$ cat config.mk
export PLATFORM = sky130hd
export DESIGN_NAME = its_timeout_supervisor
export DESIGN_NICKNAME = d
export VERILOG_FILES = /design/src/design/its_pkg.sv /design/src/design/its_tmr_if.sv /design/src/design/its_timer_bank.sv /design/src/design/its_timeout_supervisor.sv
export VERILOG_INCLUDE_DIRS = /design/src /design/src/design
export SDC_FILE = /design/constraint.sdc
export NUM_CORES = 1
export LEC_CHECK = 0
export ABC_CLOCK_PERIOD_IN_PS = 4900
export BUFFER_PORTS_ARGS = -buffer_cell sky130_fd_sc_hd__buf_4
export CAP_MARGIN = 15
export CORE_ASPECT_RATIO = 2
export CORE_UTILIZATION = 49
export CTS_CLUSTER_SIZE = 8
export DETAILED_ROUTE_END_ITERATION = 6
export GPL_TIMING_DRIVEN = 0
export PLACE_DENSITY = 0.75
export SLEW_MARGIN = 10
export SYNTH_ARGS = -nofsm -noshare
export SYNTH_HDL_FRONTEND = slang
export SYNTH_HIERARCHICAL = 1
export SYNTH_SLANG_ARGS = --single-unit
$ cat constraint.sdc
create_clock -name core_clk -period 4.9 [get_ports core_clk]
set_input_delay 0.245 -clock core_clk [delete_from_list [all_inputs] [get_ports core_clk]]
set_output_delay 0.245 -clock core_clk [all_outputs]
set_load 0.05 [all_outputs]
$ cat src/design/its_defs.svh
// constants for the i2c timeout supervisor
`ifndef ITS_DEFS_SVH
`define ITS_DEFS_SVH
`define ITS_CNT_W 24
`define ITS_NUM_TMR 5
`define ITS_T_SCL 0
`define ITS_T_ARB 1
`define ITS_T_BYTE 2
`define ITS_T_TRN 3
`define ITS_T_BOOT 4
`define ITS_NUM_EVT 8
`define ITS_E_SCL_S 0
`define ITS_E_SCL_M 1
`define ITS_E_ARB 2
`define ITS_E_MBYTE 3
`define ITS_E_SBYTE 4
`define ITS_E_MTRN 5
`define ITS_E_STRN 6
`define ITS_E_BOOT 7
`define ITS_NUM_STAT 4
`define ITS_S_SAFAIL 0
`define ITS_S_MATMO 1
`define ITS_S_MAATMO 2
`define ITS_S_BLFAIL 3
`define ITS_CLK_PERIOD_NS 25
`define ITS_IDLE_DETECT_NS 50000
`define ITS_IDLE_CYC ((`ITS_IDLE_DETECT_NS + `ITS_CLK_PERIOD_NS - 1) / `ITS_CLK_PERIOD_NS)
`define ITS_IDLE_W 12
`endif

$ cat src/design/its_pkg.sv
// types for the i2c timeout supervisor
`include "its_defs.svh"
package its_pkg;
   typedef logic [`ITS_CNT_W-1:0] its_cnt_t;
   typedef logic [`ITS_NUM_EVT-1:0] its_evt_t;
   typedef logic [`ITS_NUM_STAT-1:0] its_stat_t;
   typedef enum logic [1:0] {
      ITS_RS_IDLE = 2'b00,
      ITS_RS_MASTER = 2'b01,
      ITS_RS_SLAVE = 2'b10,
      ITS_RS_BOOT = 2'b11
   } its_resp_t;
endpackage

$ cat src/design/its_tmr_if.sv
// bundle between supervisor and its timer bank
`timescale 1ns/1ps
`include "its_defs.svh"
interface its_tmr_if;
   import its_pkg::*;
   logic [`ITS_NUM_TMR-1:0] run;
   logic [`ITS_NUM_TMR-1:0] restart;
   logic [`ITS_NUM_TMR-1:0] expire;
   its_cnt_t period [`ITS_NUM_TMR];
   modport ctl (output run, output restart, output period, input expire);
   modport tmr (input run, input restart, input period, output expire);
endinterface

$ cat src/design/its_timer_bank.sv
// bank of timeout counters, one per timeout kind
`timescale 1ns/1ps
`include "its_defs.svh"
module its_timer_bank (
   input wire logic core_clk,
   input wire logic rst_n,
   its_tmr_if.tmr t
);
   import its_pkg::*;
   genvar i;
   generate
      for (i = 0; i < `ITS_NUM_TMR; i++)
      begin : g_tmr
         its_cnt_t cnt_q;
         its_cnt_t cnt_d;
         logic exp_q;
         logic exp_d;
         always_comb
         begin
            cnt_d = cnt_q;
            exp_d = 1'b0;
            // a zero period disables the timer outright
            if (!t.run[i] || t.restart[i] || t.period[i] == '0)
               cnt_d = '0;
            else if (cnt_q != t.period[i])
            begin
               cnt_d = its_cnt_t'(cnt_q + 1'b1);
               exp_d = (cnt_q == its_cnt_t'(t.period[i] - 1'b1));
            end
         end
         always_ff @(posedge core_clk or negedge rst_n)
         begin
            if (!rst_n)
            begin
               cnt_q <= '0;
               exp_q <= 1'b0;
            end
            else
            begin
               cnt_q <= cnt_d;
               exp_q <= exp_d;
            end
         end
         assign t.expire[i] = exp_q;
      end
   endgenerate
endmodule

$ cat src/design/its_timeout_supervisor.sv
// i2c timeout supervisor: five timeouts, abort control, events and status
`timescale 1ns/1ps
`include "its_defs.svh"
module its_timeout_supervisor (
   input wire logic core_clk,
   input wire logic rst_n,
   input wire logic scl_in,
   input wire logic serial_data_line_in,
   input wire logic master_active,
   input wire logic slave_active,
   input wire logic master_start_launch,
   input wire logic master_addr_sending,
   input wire logic master_addr_done,
   input wire logic master_addr_collision,
   input wire logic master_waiting_idle,
   input wire logic master_lost_bus,
   input wire logic master_own_bit,
   input wire logic byte_strobe,
   input wire logic boot_active,
   input wire logic boot_end_normal,
   input wire logic boot_byte_done,
   input wire logic clock_low_en,
   input wire logic byte_timeout_en,
   input wire logic trans_timeout_en,
   input its_pkg::its_cnt_t clock_low_period,
   input its_pkg::its_cnt_t arb_period,
   input its_pkg::its_cnt_t byte_period,
   input its_pkg::its_cnt_t trans_period,
   input its_pkg::its_cnt_t boot_timer_count_field,
   input its_pkg::its_evt_t event_enable,
   input its_pkg::its_stat_t int_enable,
   input its_pkg::its_stat_t status_clear,
   output logic slave_clock_low_timeout_event,
   output logic master_clock_low_timeout_event,
   output logic master_arbitration_timeout_event,
   output logic master_byte_timeout_event,
   output logic slave_byte_timeout_event,
   output logic master_transaction_timeout_event,
   output logic slave_transaction_timeout_event,
   output logic boot_load_timeout_event,
   output logic slave_access_failed_status,
   output logic master_timeout_status,
   output logic master_arbitration_timeout_status,
   output logic boot_load_failed_status,
   output logic irq,
   output logic boot_done,
   output logic abort_no_stop,
   output logic release_lines,
   output logic engines_to_idle,
   output logic master_stop_abort,
   output logic master_abort,
   output logic slave_release,
   output logic bus_idle_assumed,
   output logic bus_busy
);
   import its_pkg::*;

   its_tmr_if tmr_if ();

   its_timer_bank u_bank (
      .core_clk (core_clk),
      .rst_n (rst_n),
      .t (tmr_if.tmr)
   );

   // ---- pin sampling and bus monitor
   logic scl_s1_q;
   logic scl_s2_q;
   logic scl_p_q;
   logic sda_s1_q;
   logic sda_s2_q;
   logic sda_p_q;
   logic busy_q;
   logic busy_d;
   logic [`ITS_IDLE_W-1:0] idle_cnt_q;
   logic [`ITS_IDLE_W-1:0] idle_cnt_d;
   logic idle_ok_q;
   logic idle_ok_d;
   logic byte_en_q;
   logic trn_en_q;
   logic start_det;
   logic stop_det;
   logic scl_fall;

   assign start_det = scl_s2_q && scl_p_q && sda_p_q && !sda_s2_q;
   assign stop_det = scl_s2_q && scl_p_q && !sda_p_q && sda_s2_q;
   assign scl_fall = scl_p_q && !scl_s2_q;

   always_comb
   begin
      busy_d = busy_q;
      if (start_det)
         busy_d = 1'b1;
      else if (stop_det || tmr_if.expire[`ITS_T_SCL])
         busy_d = 1'b0;
      idle_cnt_d = '0;
      idle_ok_d = 1'b0;
      // a master that vanished without a stop must not hang us
      if (master_waiting_idle && scl_s2_q && sda_s2_q)
      begin
         if (idle_cnt_q == `ITS_IDLE_W'(`ITS_IDLE_CYC - 1))
         begin
            idle_ok_d = 1'b1;
            busy_d = 1'b0;
         end
         else
            idle_cnt_d = `ITS_IDLE_W'(idle_cnt_q + 1'b1);
      end
   end

   always_ff @(posedge core_clk or negedge rst_n)
   begin
      if (!rst_n)
      begin
         scl_s1_q <= 1'b1;
         scl_s2_q <= 1'b1;
         scl_p_q <= 1'b1;
         sda_s1_q <= 1'b1;
         sda_s2_q <= 1'b1;
         sda_p_q <= 1'b1;
         busy_q <= 1'b0;
         idle_cnt_q <= '0;
         idle_ok_q <= 1'b0;
         byte_en_q <= 1'b0;
         trn_en_q <= 1'b0;
      end
      else
      begin
         scl_s1_q <= scl_in;
         scl_s2_q <= scl_s1_q;
         scl_p_q <= scl_s2_q;
         sda_s1_q <= serial_data_line_in;
         sda_s2_q <= sda_s1_q;
         sda_p_q <= sda_s2_q;
         busy_q <= busy_d;
         idle_cnt_q <= idle_cnt_d;
         idle_ok_q <= idle_ok_d;
         byte_en_q <= byte_timeout_en;
         trn_en_q <= trans_timeout_en;
      end
   end

   // ---- timer control
   logic arb_run_q;
   logic arb_run_d;
   logic arb_exp_q;
   logic arb_exp_d;
   logic arb_fire;

   always_comb
   begin
      tmr_if.period[`ITS_T_SCL] = clock_low_period;
      tmr_if.period[`ITS_T_ARB] = arb_period;
      tmr_if.period[`ITS_T_BYTE] = byte_period;
      tmr_if.period[`ITS_T_TRN] = trans_period;
      tmr_if.period[`ITS_T_BOOT] = boot_timer_count_field;
      tmr_if.run = '0;
      tmr_if.restart = '0;
      tmr_if.run[`ITS_T_SCL] = clock_low_en && !scl_s2_q;
      tmr_if.restart[`ITS_T_SCL] = scl_s2_q;
      tmr_if.run[`ITS_T_ARB] = arb_run_q;
      tmr_if.run[`ITS_T_BYTE] = byte_en_q && (master_active || slave_active);
      tmr_if.restart[`ITS_T_BYTE] = byte_strobe;
      tmr_if.run[`ITS_T_TRN] = trn_en_q && busy_q;
      tmr_if.restart[`ITS_T_TRN] = start_det && !busy_q;
      tmr_if.run[`ITS_T_BOOT] = boot_active && !boot_end_normal;
   end

   // ---- arbitration timeout
   always_comb
   begin
      arb_run_d = arb_run_q;
      arb_exp_d = arb_exp_q;
      arb_fire = 1'b0;
      if (master_start_launch)
      begin
         arb_run_d = 1'b1;
         arb_exp_d = 1'b0;
      end
      if (arb_run_q && tmr_if.expire[`ITS_T_ARB])
         arb_exp_d = 1'b1;
      // a corrupted address leaves the timer running, but aborts the master once the timer has expired
      if (master_addr_done && !master_addr_collision)
      begin
         arb_run_d = 1'b0;
         arb_exp_d = 1'b0;
      end
      if (arb_exp_d && master_addr_collision)
         arb_fire = 1'b1;
      else if (arb_exp_d && master_waiting_idle && !master_addr_sending)
         arb_fire = 1'b1;
      else if (master_addr_collision)
         arb_run_d = arb_run_q;
      if (arb_fire || tmr_if.expire[`ITS_T_SCL])
      begin
         arb_run_d = 1'b0;
         arb_exp_d = 1'b0;
      end
   end

   always_ff @(posedge core_clk or negedge rst_n)
   begin
      if (!rst_n)
      begin
         arb_run_q <= 1'b0;
         arb_exp_q <= 1'b0;
      end
      else
      begin
         arb_run_q <= arb_run_d;
         arb_exp_q <= arb_exp_d;
      end
   end

   // ---- abort response sequencing
   its_resp_t rs_q;
   its_resp_t rs_d;
   logic trn_kind_q;
   logic trn_kind_d;
   logic boot_done_q;
   logic boot_done_d;
   logic ans_q;
   logic ans_d;
   logic rel_q;
   logic rel_d;
   logic idle_q;
   logic idle_d;
   logic mstop_q;
   logic mstop_d;
   logic mab_q;
   logic mab_d;
   logic srel_q;
   logic srel_d;
   its_evt_t hit;
   logic byte_x;
   logic trn_x;

   assign byte_x = tmr_if.expire[`ITS_T_BYTE];
   assign trn_x = tmr_if.expire[`ITS_T_TRN];

   always_comb
   begin
      rs_d = rs_q;
      trn_kind_d = trn_kind_q;
      boot_done_d = boot_done_q;
      hit = '0;
      ans_d = 1'b0;
      rel_d = 1'b0;
      idle_d = 1'b0;
      mstop_d = 1'b0;
      mab_d = 1'b0;
      srel_d = 1'b0;
      if (arb_fire)
      begin
         hit[`ITS_E_ARB] = 1'b1;
         mab_d = 1'b1;
      end
      // after a clean address phase a lost bus is fatal, no retry
      if (master_lost_bus && master_active && !arb_run_q)
         mab_d = 1'b1;
      unique case (rs_q)
         ITS_RS_IDLE:
         begin
            if (boot_active && tmr_if.expire[`ITS_T_BOOT])
            begin
               rs_d = ITS_RS_BOOT;
               boot_done_d = 1'b1;
            end
            else if ((byte_x || trn_x) && master_active)
            begin
               rs_d = ITS_RS_MASTER;
               trn_kind_d = trn_x;
            end
            else if ((byte_x || trn_x) && slave_active)
            begin
               rs_d = ITS_RS_SLAVE;
               trn_kind_d = trn_x;
            end
         end
         ITS_RS_MASTER:
         begin
            if (master_own_bit)
            begin
               mstop_d = 1'b1;
               hit[`ITS_E_MBYTE] = !trn_kind_q;
               hit[`ITS_E_MTRN] = trn_kind_q;
               rs_d = ITS_RS_IDLE;
            end
         end
         ITS_RS_SLAVE:
         begin
            if (scl_fall)
            begin
               srel_d = 1'b1;
               hit[`ITS_E_SBYTE] = !trn_kind_q;
               hit[`ITS_E_STRN] = trn_kind_q;
               rs_d = ITS_RS_IDLE;
            end
         end
         ITS_RS_BOOT:
         begin
            if (boot_byte_done)
            begin
               mstop_d = 1'b1;
               hit[`ITS_E_BOOT] = 1'b1;
               rs_d = ITS_RS_IDLE;
            end
         end
      endcase
      // a stuck clock leaves no way to send stop, so drop everything
      if (tmr_if.expire[`ITS_T_SCL])
      begin
         hit[`ITS_E_SCL_S] = slave_active;
         hit[`ITS_E_SCL_M] = master_active;
         ans_d = 1'b1;
         rel_d = 1'b1;
         idle_d = 1'b1;
         mstop_d = 1'b0;
         srel_d = 1'b0;
         rs_d = ITS_RS_IDLE;
      end
   end

   always_ff @(posedge core_clk or negedge rst_n)
   begin
      if (!rst_n)
      begin
         rs_q <= ITS_RS_IDLE;
         trn_kind_q <= 1'b0;
         boot_done_q <= 1'b0;
         ans_q <= 1'b0;
         rel_q <= 1'b0;
         idle_q <= 1'b0;
         mstop_q <= 1'b0;
         mab_q <= 1'b0;
         srel_q <= 1'b0;
      end
      else
      begin
         rs_q <= rs_d;
         trn_kind_q <= trn_kind_d;
         boot_done_q <= boot_done_d;
         ans_q <= ans_d;
         rel_q <= rel_d;
         idle_q <= idle_d;
         mstop_q <= mstop_d;
         mab_q <= mab_d;
         srel_q <= srel_d;
      end
   end

   // ---- events, status and interrupt
   its_evt_t evt_q;
   its_evt_t evt_d;
   its_evt_t clr_evt;
   its_evt_t en_evt;
   its_stat_t stat_q;
   its_stat_t stat_d;
   logic irq_q;
   logic irq_d;

   always_comb
   begin
      clr_evt = '0;
      clr_evt[`ITS_E_SCL_S] = status_clear[`ITS_S_SAFAIL];
      clr_evt[`ITS_E_SBYTE] = status_clear[`ITS_S_SAFAIL];
      clr_evt[`ITS_E_STRN] = status_clear[`ITS_S_SAFAIL];
      clr_evt[`ITS_E_SCL_M] = status_clear[`ITS_S_MATMO];
      clr_evt[`ITS_E_MBYTE] = status_clear[`ITS_S_MATMO];
      clr_evt[`ITS_E_MTRN] = status_clear[`ITS_S_MATMO];
      clr_evt[`ITS_E_ARB] = status_clear[`ITS_S_MAATMO];
      clr_evt[`ITS_E_BOOT] = status_clear[`ITS_S_BLFAIL];
      // only enabled events are cleared; a new hit still wins
      evt_d = (evt_q & ~(clr_evt & event_enable)) | hit;
      en_evt = evt_d & event_enable;
      stat_d[`ITS_S_SAFAIL] = en_evt[`ITS_E_SCL_S] | en_evt[`ITS_E_SBYTE] | en_evt[`ITS_E_STRN];
      stat_d[`ITS_S_MATMO] = en_evt[`ITS_E_SCL_M] | en_evt[`ITS_E_MBYTE] | en_evt[`ITS_E_MTRN];
      stat_d[`ITS_S_MAATMO] = en_evt[`ITS_E_ARB];
      stat_d[`ITS_S_BLFAIL] = en_evt[`ITS_E_BOOT];
      irq_d = |(stat_d & int_enable);
   end

   always_ff @(posedge core_clk or negedge rst_n)
   begin
      if (!rst_n)
      begin
         evt_q <= '0;
         stat_q <= '0;
         irq_q <= 1'b0;
      end
      else
      begin
         evt_q <= evt_d;
         stat_q <= stat_d;
         irq_q <= irq_d;
      end
   end

   assign slave_clock_low_timeout_event = evt_q[`ITS_E_SCL_S];
   assign master_clock_low_timeout_event = evt_q[`ITS_E_SCL_M];
   assign master_arbitration_timeout_event = evt_q[`ITS_E_ARB];
   assign master_byte_timeout_event = evt_q[`ITS_E_MBYTE];
   assign slave_byte_timeout_event = evt_q[`ITS_E_SBYTE];
   assign master_transaction_timeout_event = evt_q[`ITS_E_MTRN];
   assign slave_transaction_timeout_event = evt_q[`ITS_E_STRN];
   assign boot_load_timeout_event = evt_q[`ITS_E_BOOT];
   assign slave_access_failed_status = stat_q[`ITS_S_SAFAIL];
   assign master_timeout_status = stat_q[`ITS_S_MATMO];
   assign master_arbitration_timeout_status = stat_q[`ITS_S_MAATMO];
   assign boot_load_failed_status = stat_q[`ITS_S_BLFAIL];
   assign irq = irq_q;
   assign boot_done = boot_done_q;
   assign abort_no_stop = ans_q;
   assign release_lines = rel_q;
   assign engines_to_idle = idle_q;
   assign master_stop_abort = mstop_q;
   assign master_abort = mab_q;
   assign slave_release = srel_q;
   assign bus_idle_assumed = idle_ok_q;
   assign bus_busy = busy_q;
endmodule

* Word level (Yosys, flattened, before mapping) *
Index checks and enable logic that the tools add are counted.

storage, ports and cells
  register bits after elaboration = 170
  output and inout bits = 22

cells by class
  bitwise logic cells = 11
  reductions and logical operators = 64
  eq/ne operators = 19
  mux-type cells = 70
  add/sub/neg operators = 11

operators by type and width
  kind                                                                   number
  24-bit 2-to-1 mux                                                      10
  24-bit by 1-bit adder with 24-bit output (second input constant)       5
  24-bit == test                                                         5
  24-bit logical NOT                                                     5
  24-bit != test                                                         5
  24-bit by 1-bit subtractor with 24-bit output (second input constant)  5
  1-bit 2-to-1 mux                                                       48
  8-bit bitwise AND                                                      3
  12-bit 2-to-1 mux                                                      2
  1-bit logical AND                                                      23
  2-bit 2-to-1 mux                                                       8
  1-bit logical NOT                                                      13
  12-bit by 1-bit adder with 12-bit output (second input constant)       1
  12-bit by 11-bit == test with 1-bit output (second input constant)     1
  1-bit logical OR                                                       12
  2-bit nonzero test                                                     6
  3-bit by 2-bit != test with 1-bit output (second input constant)       3
  8-bit NOT                                                              1
  8-bit bitwise OR                                                       1
  2-bit one-hot mux with 4 select lines                                  1
  5-bit by 4-bit != test with 1-bit output (second input constant)       1
  4-bit bitwise AND                                                      1
  2-bit == test (second input constant)                                  2
  4-bit by 1-bit != test with 1-bit output (second input constant)       1
  9 further kinds                                                        12

* Depth between registers and ports, before layout *
  depth in word-level cells = 14
  gate-level depth with buffers = 11
  gate-level depth less buffers = 9

* By module *
The synthesis kept the hierarchy.

modules (own cells, without submodules)
  module                  cells an instance  area each (um^2)  times used  seq. area each (um^2)
  its_timer_bank          1366               11026.8           1           3128.0
  its_timeout_supervisor  194                2009.4            1           1133.6

* Least setup slack after synthesis *
OpenSTA, ideal clock, no wires.

  path kind = input -> register
  start point = in trans_period[2]
  end point = reg u_bank.g_tmr[3].exp_q
  path slack = 2.350 ns
  path buffers = 2
  cell stages on the path = 9
  setup time = 0.096 ns
  arrival time = 2.454 ns
  cells stage by stage = buf_6 -> or4_4 -> buf_6 -> nor4b_4 -> a21boi_2 -> o41a_1 -> a221oi_2 -> nand4_1 -> nor4_2

between the ends
  cells in the longest elaborated chain, start to end = 4
  elaborated cells between the ends (all ways) = 7
  classes of those cells = add/sub: 1; eq/ne: 2; mux: 2; reduce/logical: 2

ends and longest elaborated chain
  what                                           RTL line                      RTL
  start: declaration                             its_timeout_supervisor.sv:28  input its_pkg::its_cnt_t trans_period,
  24-bit by 1-bit subtractor with 24-bit output  its_timer_bank.sv:28          exp_d = (cnt_q == its_cnt_t'(t.period[i] - 1'b1));
  24-bit == test                                 its_timer_bank.sv:28
  1-bit 2-to-1 mux                               its_timer_bank.sv:25          else if (cnt_q != t.period[i])
  1-bit 2-to-1 mux *                             its_timer_bank.sv:23          if (!t.run[i] || t.restart[i] || t.period[i] == '0)
  via u_bank.g_tmr[3].exp_d                      its_timer_bank.sv:17          logic exp_d;
  end signal: assignment                         its_timer_bank.sv:41          exp_q <= exp_d;
  end: declaration                               its_timer_bank.sv:16          logic exp_q;

The timed path passes the listed nets; every way through them passes the cells marked *.
A chain may end at the register's enable or synchronous reset.

* Worst setup path in the final report *
  start point = reg u_bank.g_tmr[2].cnt_q[21]
  end point = reg u_bank.g_tmr[2].cnt_q[9]

between the ends
  cells in the longest elaborated chain, start to end = 2

ends and longest elaborated chain
  what                          RTL line              RTL
  start: declaration            its_timer_bank.sv:14  its_cnt_t cnt_q;
  start signal: assignment      its_timer_bank.sv:40  cnt_q <= cnt_d;
  24-bit != test                its_timer_bank.sv:25
  2-bit nonzero test (no line)  -

Every way passes these cells.

==> run metrics <==
P_sw=927.3 µW; Simple-Gate Fraction of Synth Area=0.3057; Synth Cell Area=0.01304 mm²; endpoints failing hold=0; multiplexer share of the synthesized area=0.01766; Iter 0 DRT Violations=695; largest family of logic cells by synthesized area=simple AND/OR/NAND/NOR gates; clock sinks=170; Fin Setup TNS=0 ns; LEAKAGE=0.006199 µW; cell breakdown of the critical path=clkbuf_1 > xor2_1 > or4_1 > or4_1 > o211ai_1 > clkbuf_1 > nor3_1 > xnor2_1 > nor2_1; CTS tree=done; worst-skew pair later-pin latency=0.45 ns; Power Density=219.0 mW/mm²; clock skew=0.01348 ns; GPL Wtd Cong=0.9977; postcts setup bufs=0; Setup violations, final=0; most common cell after layout, fill and taps aside=nor2_1; Root Driver=clkbuf_16; Synth Area per Inst=roughly 8.4 µm²; Synth Area in Adders=0.01536; vias=around 12,000; Slew @ Worst Pin=0.9691 ns; part of the cycle the worst path needs=0.6643; Routed Antenna Nets=0; status=finished clean; Seq/Total Area, Yosys=0.3269; WHS=0.03815 ns; Initial Util=0.4981; I/O pin cnt=between 150 and 200; PortBufs=164; WL final=38,080 µm; top sig layer=met4; Die ar.=roughly 0.027 mm²; # DRC=0; Rows=84; RSZ-0062 raised after global routing=false; wl on met1=13,440 µm; CP delay by family, top=simple AND/OR/NAND/NOR gates; Slew HR=0.3501; FF+latch count, synth=170; Ys Warns=6; CP startpoint kind=flip-flop; grt ovf=0; H-tree levels=4; layout cell share with drive strength beyond 1=0.1422; Die W=117.3 µm; Post-Syn Instances=between 1,500 and 2,000; endpoint class of the critical path=flip-flop; most frequent cells in the layout=224 x nor2_1, 172 x buf_4, 164 x dfrtp_1; drt pass-1 iters=5; Clock transition at path regs=around 0.070 ns; internal power=2455 µW; WS Path Type=flip-flop to flip-flop; max cap viols=0; Avg Vias per Cell=5.925; Post-synth EDFFs=0; top_reg_cell synth=dfrtp_1; first-pass GRT wire length=61,530 µm; Yosys cell types=89; fin nets=~1,900; CP max FO=10; Reg power frac=0.423; Worst EP arrival=3.57 ns; total track usage=0.2829; Die Y=232.7 µm; vias in the first global route=12,730; CP max stage cell=clkbuf_1; Crit path required time=5.22 ns; CTS Buffer Depth=2; Post-Synth XOR/XNOR Area=0.1969; ant diodes=0; Worst path max stage delay=around 0.54 ns; antenna violations before repair=0; Period minus WS final=3.255 ns; Clk pwr share=0.437; async set-reset flop share out of synthesis=1.000; routed length on met2=around 21,000 µm; Sw Ratio=0.2741; WL per Instance=between 15 and 20 µm; DP HPWL=29,740 µm; worst path bufs/invs=2; metal3 WL=1506 µm; Hold Path Class=input port to flip-flop; complex-gate fraction of the synthesized area=0.09982; Num CTS Buffers=17; Comb power frac=0.141; largest net degree at the start of global routing=93; Worst VDD drop=0.2047 mV; fin. max-slew vios=0; Core Region=around 0.026 mm²; area delta synth->final=18.48%; Max Clk Rate=307.2 MHz
## timing repair
action | CTS | global route
gates resized for setup | 0 | 0
hold endpoints to repair | 95 | 0
hold buffers | 6 | 0
## final timing paths
path,from,endpoint,slack (ns),cells after the start
max,u_bank/g_tmr[2].cnt_q[21]$_DFFE_PN0P_,u_bank/g_tmr[2].cnt_q[9]$_DFFE_PN0P_,1.65,9
max reg2reg,u_bank/g_tmr[2].cnt_q[21]$_DFFE_PN0P_,u_bank/g_tmr[2].cnt_q[9]$_DFFE_PN0P_,1.65,9
min,event_enable[2],stat_q[2]$_DFF_PN0_,0.04,2
min in group asynchronous,rst_n,u_bank/g_tmr[1].cnt_q[4]$_DFFE_PN0P_,0.41,2
min reg2reg,sda_s1_q$_DFF_PN1_,sda_s2_q$_DFF_PN1_,0.36,0
max in group asynchronous,rst_n,scl_p_q$_DFF_PN1_,3.63,3
## cells by family after synthesis
family / count (synthesis)
AOI/OAI and AO/OA: 191
xor gates and xnor gates: 293
muxes: 21
other: 1
DFF: 170
buffers and inverters: 116
adders and majority gates: 16
and+or+nand+nor: 752
## layer usage
metal | vias to the layer above | global-route usage
li1 | 5921 | -
met4 | 0 | 0.1879
met2 | 418 | 0.5562
met1 | 6006 | 0.2672
met3 | 151 | 0.04044
met5 | - | 0
## power groups by stage
stage          clock network, µW  logic (µW)  registers (µW)
3_5_place_dp                   0         466            1460
6_report                    1480         476            1430
4_1_cts                     1510         472            1430
2_1_floorplan                  0         222            1460
3_3_place_gp                   0         454            1460
5_1_grt                     1560         520            1430
## cell type report
type / instances / area (µm²)
plain buffers: 70 / 315.3
fillers: 2370 / 10730
inverters: 46 / 172.7
repair buffers: 172 / 1331
well taps: 344 / 430.4
multi-input cells: 1275 / 8290
clock buffers: 18 / 439.2
flip-flops and latches: 170 / 4262
clock inverters: 14 / 203.9
## metrics by stage
step                setup WS (ns)  cells  cell area [µm²]  total power [µW]  utilization
floorplan                   2.350   1561            13040              1678            -
global placement            1.308   2069            14700              1910       0.5618
detailed placement          1.267   2071            14740              1922       0.5633
CTS                         1.732   2109            15440              3411       0.5902
global route                1.496   2109            15440              3510       0.5902
finish                      1.645   2109            15440              3383       0.5902
## worst reg2reg max path, cell delays in order (launching register included)
cell      delay, ns
dfrtp_1        0.32
clkbuf_1       0.35
xor2_1         0.16
or4_1          0.47
or4_1          0.46
o211ai_1       0.47
clkbuf_1       0.54
nor3_1         0.13
xnor2_1        0.17
nor2_1         0.05
## synth_stat cells (6+ instances only)
master | n | share of area
and3_1 | 31 | 0.015
a31oi_1 | 6 | 0.0029
a211oi_1 | 8 | 0.0046
dfstp_2 | 6 | 0.012
ha_1 | 16 | 0.015
inv_1 | 46 | 0.013
xnor2_1 | 146 | 0.098
nor4_1 | 44 | 0.021
xor2_1 | 147 | 0.099
nand4b_1 | 8 | 0.0054
nand2_1 | 95 | 0.027
o21ai_0 | 46 | 0.018
dfrtp_1 | 164 | 0.31
nor4b_1 | 11 | 0.0074
clkbuf_1 | 54 | 0.016
a21oi_1 | 39 | 0.015
nor2_1 | 224 | 0.064
nand3_1 | 59 | 0.023
mux2i_1 | 14 | 0.011
buf_4 | 9 | 0.0052
o211ai_1 | 14 | 0.0081
a2111oi_0 | 8 | 0.0054
nor3_1 | 67 | 0.026
or3_1 | 22 | 0.011
nor2b_1 | 14 | 0.0067
and2_1 | 14 | 0.0067
nor3b_1 | 12 | 0.0069
nand4_1 | 73 | 0.035
nand2b_1 | 17 | 0.0082
and4_1 | 9 | 0.0060
mux2_2 | 6 | 0.0052
or4_1 | 17 | 0.0098
## state kept, by name (all words and copies together) (netlist names), 2 cells and up
signal / flops
u_bank/g_tmr.cnt_q: 120
idle_cnt_q: 12
evt_q: 8
u_bank/g_tmr.exp_q: 5
stat_q: 4
rs_q: 2
No activity file was read; power rests on OpenSTA's default activity.
